<file path="src/current_channel_consts.vh">
// Constants for the current channel waveform and RMS back end.
// Operation
// - Samples are signed 24-bit words, at most one per four clocks.
// - Full-scale codes span about 2851ec to d7ae14, equal magnitude.
// - Mode bits 14:13 equal to 1,0 route samples to the waveform register.
// - Power and energy paths keep running during waveform sampling.
// - Four sample rates chosen by mode bits 12:11.
// - Interrupt output goes low when each new waveform sample is ready.
// - Waveform sample is shifted as three bytes, most significant first.
// - Interrupt stays low until the host reads the status with clear.
// - RMS is root of the mean of squared samples, alongside voltage RMS.
// - RMS result is unsigned 24-bit, from every input sample, whatever the mode source.
// - One RMS bit equals one waveform sample bit.
// - RMS result updates once every 28 clocks; the mean square every four.
// - Full-scale sine gives RMS near 1c82b3.
// - A 12-bit signed host-written offset trims the RMS.
// - Corrected RMS is root of RMS squared plus offset times 32768.
// - Status with clear at address 0c clears flags and releases interrupt.
// - Interrupt released at command byte end, reasserted after if pending.
// - Flags set regardless of enables; enables only gate the interrupt.
`ifndef CURRENT_CHANNEL_CONSTS_VH
`define CURRENT_CHANNEL_CONSTS_VH
`define ADDR_WAVEFORM_SAMPLE 6'h01
`define ADDR_MODE 6'h09
`define ADDR_IRQ_ENABLE 6'h0a
`define ADDR_STATUS 6'h0b
`define ADDR_STATUS_READ_CLEAR 6'h0c
`define ADDR_CURRENT_RMS_VALUE 6'h16
`define ADDR_CURRENT_RMS_OFFSET_TRIM 6'h18
`define MODE_SRC_HI 14
`define MODE_SRC_LO 13
`define MODE_RATE_HI 12
`define MODE_RATE_LO 11
`define MODE_SRC_CURRENT 2'h2
`define BIT_SAMPLE_READY 3
`define MODE_RESET 16'h000c
`define IRQ_ENABLE_RESET 16'h0040
`define TRIM_RESET 12'h000
`define BASE_RATE_DIV 128
`define OFFSET_SCALE_SHIFT 15
`define RMS_UPDATE_DIV 4
`define AVG_SHIFT 10
`endif

</file>
<file path="src/current_channel_wave_rms.v">
// Current channel waveform sampling, RMS and serial register access.
`timescale 1ns/1ps
`include "current_channel_consts.vh"
module current_channel_wave_rms (
  input wire i_clk,
  input wire i_rst,
  input wire [23:0] i_sample,
  input wire i_sample_valid,
  input wire i_sclk,
  input wire i_din,
  input wire i_cs_n,
  output reg o_dout,
  output reg o_irq_n
);
  ////////////////////////////////////////////////////////////////////////
  // Pin synchronisers: three stages, change accepted when last two agree.
  reg [2:0] sclk_sync;
  reg [2:0] din_sync;
  reg [2:0] cs_sync;
  reg sclk_f;
  reg din_f;
  reg cs_f;
  reg sclk_prev;
  always @(posedge i_clk)
  begin
    if (i_rst)
    begin
      sclk_sync <= 3'h0;
      din_sync <= 3'h0;
      cs_sync <= 3'h7;
      sclk_f <= 1'b0;
      din_f <= 1'b0;
      cs_f <= 1'b1;
      sclk_prev <= 1'b0;
    end
    else
    begin
      sclk_sync <= {sclk_sync[1:0], i_sclk};
      din_sync <= {din_sync[1:0], i_din};
      cs_sync <= {cs_sync[1:0], i_cs_n};
      if (sclk_sync[1] == sclk_sync[2])
        sclk_f <= sclk_sync[2];
      if (din_sync[1] == din_sync[2])
        din_f <= din_sync[2];
      if (cs_sync[1] == cs_sync[2])
        cs_f <= cs_sync[2];
      sclk_prev <= sclk_f;
    end
  end
  wire sclk_fall;
  wire sclk_rise;
  assign sclk_fall = sclk_prev & ~sclk_f & ~cs_f;
  assign sclk_rise = ~sclk_prev & sclk_f & ~cs_f;

  ////////////////////////////////////////////////////////////////////////
  // Registers and sample path.
  reg [15:0] mode;
  reg [15:0] irq_enable;
  reg [15:0] status;
  reg [11:0] current_rms_offset_trim;
  reg [23:0] waveform_sample;
  reg [23:0] current_rms_value;
  reg [23:0] latest;
  wire rate_tick;
  clock_divider_tick rate_gen (
    .i_clk(i_clk),
    .i_rst(i_rst),
    .i_rate(mode[`MODE_RATE_HI:`MODE_RATE_LO]),
    .o_tick(rate_tick)
  );
  wire wave_event;
  // Sampling only taps the stream, so power paths upstream never stall.
  assign wave_event = rate_tick &&
    (mode[`MODE_SRC_HI:`MODE_SRC_LO] == `MODE_SRC_CURRENT);

  ////////////////////////////////////////////////////////////////////////
  // RMS: squares averaged by a first-order low pass, then square root.
  reg [47:0] mean_sq;
  reg [1:0] upd_count;
  wire [47:0] sq;
  wire signed [24:0] sx;
  wire signed [49:0] sx_prod;
  wire signed [48:0] corr;
  wire signed [48:0] trimmed;
  wire [47:0] root_in;
  wire [23:0] root;
  wire root_done;
  assign sx = {latest[23], latest};
  // Full-width product; a 25-bit self-sized product would drop the top bits.
  assign sx_prod = sx * sx;
  assign sq = sx_prod[47:0];
  assign corr = {{22{current_rms_offset_trim[11]}},
    current_rms_offset_trim, 15'h0000};
  assign trimmed = $signed({1'b0, mean_sq}) + corr;
  assign root_in = trimmed[48] ? 48'h000000000000 : trimmed[47:0];
  isqrt_seq rms_root (
    .i_clk(i_clk),
    .i_rst(i_rst),
    .i_start(upd_count == 2'h0),
    .i_value(root_in),
    .o_root(root),
    .o_done(root_done)
  );
  always @(posedge i_clk)
  begin
    if (i_rst)
    begin
      latest <= 24'h000000;
      mean_sq <= 48'h000000000000;
      upd_count <= 2'h0;
      current_rms_value <= 24'h000000;
    end
    else
    begin
      if (i_sample_valid)
        latest <= i_sample;
      upd_count <= upd_count + 2'h1;
      if (upd_count == 2'h0)
        mean_sq <= mean_sq - (mean_sq >> `AVG_SHIFT) +
          (sq >> `AVG_SHIFT);
      // Root is in sample units, so one bit equals one sample bit.
      if (root_done)
        current_rms_value <= root;
    end
  end

  ////////////////////////////////////////////////////////////////////////
  // Serial port: command byte, then data shifted most significant first.
  localparam ST_CMD = 2'h0;
  localparam ST_READ = 2'h1;
  localparam ST_WRITE = 2'h2;
  reg [1:0] state;
  reg [4:0] bit_count;
  reg [7:0] cmd;
  reg [23:0] shift;
  reg [23:0] wdata;
  reg [4:0] nbits;
  reg rclr_active;
  reg [15:0] clear_mask;
  reg [23:0] rdata;
  reg [4:0] rbits;
  wire [7:0] next_cmd;
  assign next_cmd = {cmd[6:0], din_f};
  always @*
  begin
    rdata = 24'h000000;
    rbits = 5'h10;
    case (next_cmd[5:0])
      `ADDR_WAVEFORM_SAMPLE:
      begin
        rdata = waveform_sample;
        rbits = 5'h18;
      end
      `ADDR_CURRENT_RMS_VALUE:
      begin
        rdata = current_rms_value;
        rbits = 5'h18;
      end
      `ADDR_CURRENT_RMS_OFFSET_TRIM:
      begin
        rdata = {current_rms_offset_trim, 12'h000};
      end
      `ADDR_MODE: rdata = {mode, 8'h00};
      `ADDR_IRQ_ENABLE: rdata = {irq_enable, 8'h00};
      `ADDR_STATUS: rdata = {status, 8'h00};
      `ADDR_STATUS_READ_CLEAR: rdata = {status, 8'h00};
      default: rdata = 24'h000000;
    endcase
  end
  wire status_done;
  assign status_done = (state == ST_READ) && rclr_active && sclk_fall &&
    (bit_count == nbits - 5'h01);
  always @(posedge i_clk)
  begin
    if (i_rst)
    begin
      state <= ST_CMD;
      bit_count <= 5'h00;
      cmd <= 8'h00;
      shift <= 24'h000000;
      wdata <= 24'h000000;
      nbits <= 5'h10;
      rclr_active <= 1'b0;
      clear_mask <= 16'h0000;
      o_dout <= 1'b0;
      mode <= `MODE_RESET;
      irq_enable <= `IRQ_ENABLE_RESET;
      current_rms_offset_trim <= `TRIM_RESET;
      waveform_sample <= 24'h000000;
      status <= 16'h0000;
      o_irq_n <= 1'b1;
    end
    else
    begin
      if (cs_f)
      begin
        state <= ST_CMD;
        bit_count <= 5'h00;
        rclr_active <= 1'b0;
      end
      else
      case (state)
        ST_CMD:
        begin
          if (sclk_fall)
          begin
            cmd <= next_cmd;
            bit_count <= bit_count + 5'h01;
            if (bit_count == 5'h07)
            begin
              bit_count <= 5'h00;
              if (next_cmd[7])
              begin
                state <= ST_WRITE;
                nbits <= (next_cmd[5:0] == `ADDR_CURRENT_RMS_OFFSET_TRIM ||
                  next_cmd[5:0] == `ADDR_MODE ||
                  next_cmd[5:0] == `ADDR_IRQ_ENABLE) ? 5'h10 : 5'h08;
              end
              else
              begin
                state <= ST_READ;
                shift <= rdata;
                nbits <= rbits;
                o_dout <= rdata[23];
                rclr_active <= (next_cmd[5:0] == `ADDR_STATUS_READ_CLEAR);
                clear_mask <= status;
              end
            end
          end
        end
        ST_READ:
        begin
          if (sclk_rise)
          begin
            shift <= {shift[22:0], 1'b0};
            o_dout <= shift[22];
          end
          if (sclk_fall)
          begin
            bit_count <= bit_count + 5'h01;
            if (bit_count == nbits - 5'h01)
              state <= ST_CMD;
          end
        end
        ST_WRITE:
        begin
          if (sclk_fall)
          begin
            wdata <= {wdata[22:0], din_f};
            bit_count <= bit_count + 5'h01;
            if (bit_count == nbits - 5'h01)
            begin
              state <= ST_CMD;
              bit_count <= 5'h00;
              case (cmd[5:0])
                `ADDR_MODE: mode <= {wdata[14:0], din_f};
                `ADDR_IRQ_ENABLE: irq_enable <= {wdata[14:0], din_f};
                `ADDR_CURRENT_RMS_OFFSET_TRIM:
                  current_rms_offset_trim <= {wdata[10:0], din_f};
                default: mode <= mode;
              endcase
            end
          end
        end
        default: state <= ST_CMD;
      endcase
      // Flags set regardless of enables; a new event beats the clear.
      if (wave_event)
        waveform_sample <= latest;
      status <= (status & ~(status_done ? clear_mask : 16'h0000)) |
        (wave_event ? (16'h0001 << `BIT_SAMPLE_READY) : 16'h0000);
      // Released from command byte end through the whole status-with-clear data.
      if (rclr_active && state == ST_READ)
        o_irq_n <= 1'b1;
      else if (state == ST_CMD && sclk_fall && bit_count == 5'h07 &&
        !next_cmd[7] && next_cmd[5:0] == `ADDR_STATUS_READ_CLEAR)
        o_irq_n <= 1'b1;
      else
        o_irq_n <= ~|(status & irq_enable);
    end
  end
endmodule

</file>
<file path="src/clock_divider_tick.v">
// Programmable tick generator for the waveform output rate.
`timescale 1ns/1ps
`include "current_channel_consts.vh"
module clock_divider_tick (
  input wire i_clk,
  input wire i_rst,
  input wire [1:0] i_rate,
  output reg o_tick
);
  reg [9:0] count;
  wire [9:0] limit;
  // Rate code n divides by 128 shifted left n times.
  assign limit = (10'h080 << i_rate) - 10'h001;
  always @(posedge i_clk)
  begin
    if (i_rst)
    begin
      count <= 10'h000;
      o_tick <= 1'b0;
    end
    else
    begin
      o_tick <= (count >= limit);
      if (count >= limit)
        count <= 10'h000;
      else
        count <= count + 10'h001;
    end
  end
endmodule

</file>
<file path="src/isqrt_seq.v">
// Sequential integer square root of a 48-bit value, 24-bit result.
`timescale 1ns/1ps
module isqrt_seq (
  input wire i_clk,
  input wire i_rst,
  input wire i_start,
  input wire [47:0] i_value,
  output reg [23:0] o_root,
  output reg o_done
);
  reg [47:0] rem;
  reg [23:0] root;
  reg [4:0] step;
  reg busy;
  wire [23:0] trial;
  wire [47:0] trial_sq;
  assign trial = root | (24'h800000 >> step);
  assign trial_sq = trial * trial;
  always @(posedge i_clk)
  begin
    if (i_rst)
    begin
      rem <= 48'h000000000000;
      root <= 24'h000000;
      step <= 5'h00;
      busy <= 1'b0;
      o_root <= 24'h000000;
      o_done <= 1'b0;
    end
    else
    begin
      o_done <= 1'b0;
      if (!busy && i_start)
      begin
        rem <= i_value;
        root <= 24'h000000;
        step <= 5'h00;
        busy <= 1'b1;
      end
      else if (busy)
      begin
        if (trial_sq <= rem)
          root <= trial;
        if (step == 5'h17)
        begin
          busy <= 1'b0;
          o_done <= 1'b1;
          o_root <= (trial_sq <= rem) ? trial : root;
        end
        step <= step + 5'h01;
      end
    end
  end
endmodule

</file>
<file path="config.mk">
export PLATFORM = sky130hd
export DESIGN_NAME = current_channel_wave_rms
export DESIGN_NICKNAME = d
export VERILOG_FILES = /design/src/current_channel_wave_rms.v /design/src/clock_divider_tick.v /design/src/isqrt_seq.v
export VERILOG_INCLUDE_DIRS = /design/src
export SDC_FILE = /design/constraint.sdc
export NUM_CORES = 2
export LEC_CHECK = 0
export BUFFER_PORTS_ARGS = -buffer_cell sky130_fd_sc_hd__buf_2
export CORE_ASPECT_RATIO = 1.1
export CORE_MARGIN = 1.5
export CORE_UTILIZATION = 40
export DETAILED_ROUTE_END_ITERATION = 7
export GPL_TIMING_DRIVEN = 0
export PLACE_DENSITY = 0.58
export SYNTH_ARGS = -nofsm -noshare
export SYNTH_HDL_FRONTEND = slang
export SYNTH_SLANG_ARGS = --single-unit
</file>
<file path="constraint.sdc">
create_clock -name i_clk -period 13.3 [get_ports i_clk]
set_clock_uncertainty 0.1 [all_clocks]
set_input_delay 1.995 -clock i_clk [delete_from_list [all_inputs] [get_ports i_clk]]
set_output_delay 1.995 -clock i_clk [all_outputs]
set_load 0.02 [all_outputs]
</file>
# Word level (Yosys, flattened, before mapping)
# Index checks and enable logic that the tools add are counted.
# op_classes
addsub,9
n_mul,2
magnitude_cmp,2
eq_ne,27
shifts,2
n_mux,34
bitwise_logic,15
n_reduce_logical,39
# op_table
operator,count
$pmux 24 s6,1
$mul 24x24->48,2
$mux 23,4
$add 49x27->49,1
$add 48x38->48,1
$le 48x48->1,1
$mux 48,1
$sub 48x38->48,1
$pmux 23 s2,1
$eq 6x4->1 const B,6
$mux 5,7
$and 16x16->16,2
$mux 24,1
$or 24x24->24,1
$shr 24x5->24 const A,1
$reduce_and 5->1,4
$eq 6x5->1 const B,3
$mux 16,1
$not 16->16,1
$or 16x4->16,1
$reduce_and 4->1,4
$reduce_or 16->1,1
$pmux 5 s3,1
$reduce_or 2->1,6
other kinds (32),77
# totals
ff_bits,385
output_inout_bits,2
wordCells,164

# Depth between registers and ports, before layout
# logic_depth
word_depth,9
depth_mapped,46

# Hierarchy
# Synthesis repeated with hierarchy kept, for this count alone.
# unflattened
hier_cells,6390
hier_area_um2,56196.4
# by_module_without_submodules
mod,instances,cells_each,area_per_inst_um2,seq_area_each_um2
current_channel_wave_rms,1,3860,34485.6,5365.1
isqrt_seq,1,2473,21149.0,2062.0
clock_divider_tick,1,57,561.8,220.2

# Least setup slack after synthesis
# No wires, ideal clock.
# synth_path
path_type,register to register
start,register rms_root.step[0]
end,register rms_root.root[10]
setup_ps,61
arrival_time_ps,10226
path_slack_ps,2913
path_stages_with_launch,43
period_less_slack_ps,10387
cell_sequence,dfxtp_1 > ha_1 > nor2b_1 > a21oi_1 > inv_1 > clkbuf_1 > nand2_1 > fa_1 > inv_1 > fa_1 > fa_1 > inv_1 > fa_1 > inv_1 > fa_1 > fa_1 > inv_1 > fa_1 > (+7 left out) > a2111oi_2 > o31ai_1 > a21o_1 > a21oi_1 > xnor2_1 > ha_1 > a21o_1 > a21o_1 > a21o_1 > a21o_1 > a21o_1 > a21o_1 > a221o_1 > o31ai_2 > and3_1 > buf_2 > buf_2 > a32o_1
# synth_between
elab_chain_len,5
# synth_rtl
element,line,rtl
from (decl),isqrt_seq.v:13,reg [4:0] step;
from (signal assigned),isqrt_seq.v:50,step <= step + 5'h01;
$shr 24x5->24 (*),isqrt_seq.v:17,assign trial = root | (24'h800000 >> step);
$or 24x24->24 (*),isqrt_seq.v:17,
$mul 24x24->48,isqrt_seq.v:18,assign trial_sq = trial * trial;
$le 48x48->1,isqrt_seq.v:42,if (trial_sq <= rem)
$mux 24 (*),n/a,
to (signal assigned),isqrt_seq.v:43,root <= trial;
to (decl),isqrt_seq.v:12,reg [23:0] root;
# Every way passes the cells marked *; elsewhere a longest branch is shown, timed or not.
# A chain may end at the register's enable or synchronous reset.

# Worst setup path in the final report
# layout_path
start,register rms_root.step[3]
end,register rms_root.root[9]
# Same word-level chain as after synthesis.

==> flow_metrics.py <==
metrics = {
    "outcome": {
        "status": "complete, no violations",
    },
    "timing": {
        "tns_ns": 0,
        "hold_viol": 0,
        "worst_pin_slew_ns": 1.30,
        "setup_slack_ns": 0.568,
        "maxSlewViolCount": 0,
        "finalCriticalPeriod_ns": 12.73,
        "setup_violations": 0,
        "relSlewSlack_pct": 13.3,
        "fmax_mhz": 78.5,
        "period_share_pct": 95.7,
        "rsz0062_at_grt": "false",
    },
    "detailed_routing": {
        "wirelength_um": 159000,
        "ant_nets": 0,
        "first_pass_iters": 6,
        "wl_per_cell_um": 19.8,
        "via_count": 41100,
        "drc": 0,
        "drtIter0Drc": 2606,
        "viasPerCell": 5.12,
    },
    "critical_path": {
        "timing_worst_setup_path_type": "reg2reg",
        "cp_data_arrival_time_ns": 13.15,
        "crit_path_end_kind": "flip-flop",
        "cp.required_ns": 13.72,
        "r2r_cells": 41,
        "slowest_stage": "a21oi_2",
        "critPathMaxFanout": 10,
        "path_common_cell": "fa_1",
        "worst_setup_path_start_kind": "flip-flop",
        "reg2reg_from": "rms_root.step[3]",
        "critPathMaxStageDelay_ns": 0.69,
        "worstSetupStartpoint": "rms_root.step[3]",
    },
    "place": {
        "place.gp.congestion": 0.945,
        "io_buffers": 30,
        "dpl_worst_slack_ns": -0.0600,
        "hpwlAfterDp_um": 133000,
    },
    "die": {
        "ios": 32,
        "coreArea_um2": 136000,
        "die_area_um2": 139000,
        "die_w_um": 356,
        "die_h_um": 391,
        "start_util_pct": 40.2,
        "row_count": 142,
    },
    "yosys": {
        "synth-edff-count": 0,
        "synth-seq-cells": 382,
        "ys.flop_type": "dfxtp_1",
        "synth_area_per_cell_um2": 8.97,
        "synth_warnings": 0,
        "syn_nets": 7605,
        "synth-async-reset-ratio_pct": 0,
        "ys_types": 78,
        "synth_seq_area_share_pct": 14.0,
        "netlist_area_um2": 54800,
        "synth_cells": 6107,
    },
    "global_routing": {
        "antenna_found_initial": 5,
        "grt_max_degree": 26,
        "grt_pass1_wl_um": 252000,
        "first_global_vias": 43800,
        "grt_use_total_pct": 23.5,
        "gr-total-overflow": 0,
    },
    "cells_and_area": {
        "nets": 7684,
        "area_growth_pct": 7.59,
        "drive_above_1_share_pct": 2.76,
        "nFillCells": 13600,
    },
    "power_and_ir_drop": {
        "power_density_nw_per_um2": 140,
        "swShare_pct": 47.5,
        "peakVddDrop_v": 0.000165,
        "combPwrFrac_pct": 66.7,
        "power_w": 0.00826,
        "cellLeakagePower_nw": 28.4,
        "pwr-share-seq_pct": 16.3,
        "clkPwrFrac_pct": 17.0,
        "internal_power_w": 0.00433,
        "p_switching_w": 0.00392,
    },
    "clock_network": {
        "path_clk_slew_ns": 0.06,
        "ctsHoldBuffers": 0,
        "cts_buffers": 46,
        "cts-root-buf": "clkbuf_16",
        "clock-sinks": 382,
        "post_cts_buffers": 0,
        "h-tree-depth": 2,
        "clock_path_buffers": 3,
        "cts_tree": "done",
        "clk_latency_ns": 0.63,
    },
    "job": {
        "cap_violations": 0,
    },
    "worst_hold_path": {
        "hold_class": "reg2reg",
        "hold_start": "upd_count[0]",
        "whs_path_depth": 1,
    },
}
==> layout make-up <==
| class | instances | area (um2) | share of cell area (%) |
|---|---|---|---|
| Buffer | 229 | 902 | 1.53 |
| Antenna cell | 2 | 5.00 | 0.00849 |
| Clock inverter | 21 | 388 | 0.658 |
| Sequential cell | 382 | 7650 | 13.0 |
| Clock buffer | 63 | 1290 | 2.20 |
| Inverter | 1388 | 5210 | 8.84 |
| Timing Repair Buffer | 31 | 158 | 0.268 |
| Tap cell | 1800 | 2250 | 3.82 |
| Multi-Input combinational cell | 4108 | 41100 | 69.7 |
==> registers in the layout, summed over array words and instances, names as in the netlist, 23 cells and up <==
name               cells
waveform_sample       24
rms_root.root         24
latest                24
shift                 23
rms_root.rem          48
current_rms_value     24
rms_root.o_root       24
mean_sq               48
==> cells in the mapped netlist, types with 25 or more instances <==
| cell | count | area share, % |
|---|---|---|
| a211oi_1 | 38 | 0.52 |
| a21o_1 | 106 | 1.5 |
| a21oi_1 | 298 | 2.7 |
| a22o_1 | 61 | 0.98 |
| a22oi_1 | 37 | 0.51 |
| and2_1 | 144 | 1.6 |
| and3_1 | 31 | 0.35 |
| clkbuf_1 | 208 | 1.4 |
| dfxtp_1 | 382 | 14 |
| fa_1 | 1019 | 37 |
| ha_1 | 449 | 10 |
| inv_1 | 1384 | 9.5 |
| mux2i_1 | 122 | 2.2 |
| nand2_1 | 599 | 4.1 |
| nand2b_1 | 31 | 0.35 |
| nand3_1 | 50 | 0.46 |
| nand4_1 | 34 | 0.39 |
| nor2_1 | 463 | 3.2 |
| nor2b_1 | 41 | 0.47 |
| nor3_1 | 37 | 0.34 |
| o21a_1 | 28 | 0.38 |
| o21ai_0 | 103 | 0.94 |
| o21bai_1 | 25 | 0.34 |
| xnor2_1 | 123 | 2.0 |
| xor2_1 | 47 | 0.75 |
==> worst paths after layout <==
path                            to  slack, ns
hold / removal        upd_count[0]       0.31
setup / recovery  rms_root.root[9]       0.57
setup reg to reg  rms_root.root[9]       0.57
hold reg to reg       upd_count[0]       0.31
==> cell usage in the layout (no fill, tap or decap), drive strengths merged, types with 37 or more instances in the layout <==
master and n:
inv 1391, fa 1019, nand2 599, nor2 463, ha 449, dfxtp 382, a21oi 298, clkbuf 272
and2 146, xnor2 123, mux2i 122, o21ai 112, a21o 106, a22o 61, nand3 50, buf 50
xor2 47, nor2b 41, a211oi 39, nor3 38, a22oi 37
==> through the flow <==
step	utilization [%]	cells	instance area (um2)	hold WS, ns
floorplan	-	6107	54800	0.289
global placement	42.0	7937	57200	0.301
detailed placement	42.0	7938	57200	0.303
CTS	43.3	8022	58900	0.315
global route	43.3	8023	58900	0.332
finish	43.3	8024	58900	0.313
==> power groups by stage <==
stage	registers [W]	logic, W	clock network, W
global placement	0.00137	0.00541	0
global route	0.00136	0.00622	0.00147
detailed placement	0.00137	0.00546	0
finish	0.00135	0.00551	0.00140
floorplan	0.00132	0.00420	0
CTS	0.00135	0.00549	0.00142
==> kinds of logic (layout without fill, tap and decap cells) <==
family,count (synthesis),in the layout,share of synthesized area [%]
buffers and inverters,1617,1732,11.1
adder cells (fa/ha/maj),1468,1468,47.5
AND/OR/NAND/NOR,1489,1489,12.0
multiplexers,136,136,2.52
other,0,2,0
AO/OA/AOI/OAI,845,845,10.1
XOR/XNOR,170,170,2.72
flip-flops,382,382,14.0
==> repair_timing <==
item                                    4_1_cts  5_1_grt
gates cloned                                  0        0
endpoints found under the setup margin       20       24
resized for setup                             2       21
==> worst max-delay path, delay by kind of cell, from the launching register on <==
family	cells	cell delay [ns]
DFF	1	0.30
and+or+nand+nor	8	2.04
adders and majority gates	9	4.12
buffers and inverters	10	1.95
AOI/OAI and AO/OA	13	3.94
xor gates and xnor gates	1	0.13
==> layer usage <==
layer | global-route usage, % | share of wire [%] | vias to the layer above
li1 | - | - | 19100
met1 | 30.3 | 42 | 20500
met2 | 40.2 | 48 | 1208
met3 | 2.93 | 6.2 | 297
met4 | 8.57 | 4.0 | 0
met5 | 0 | 0 | -
(Power assumes the default switching activity.)
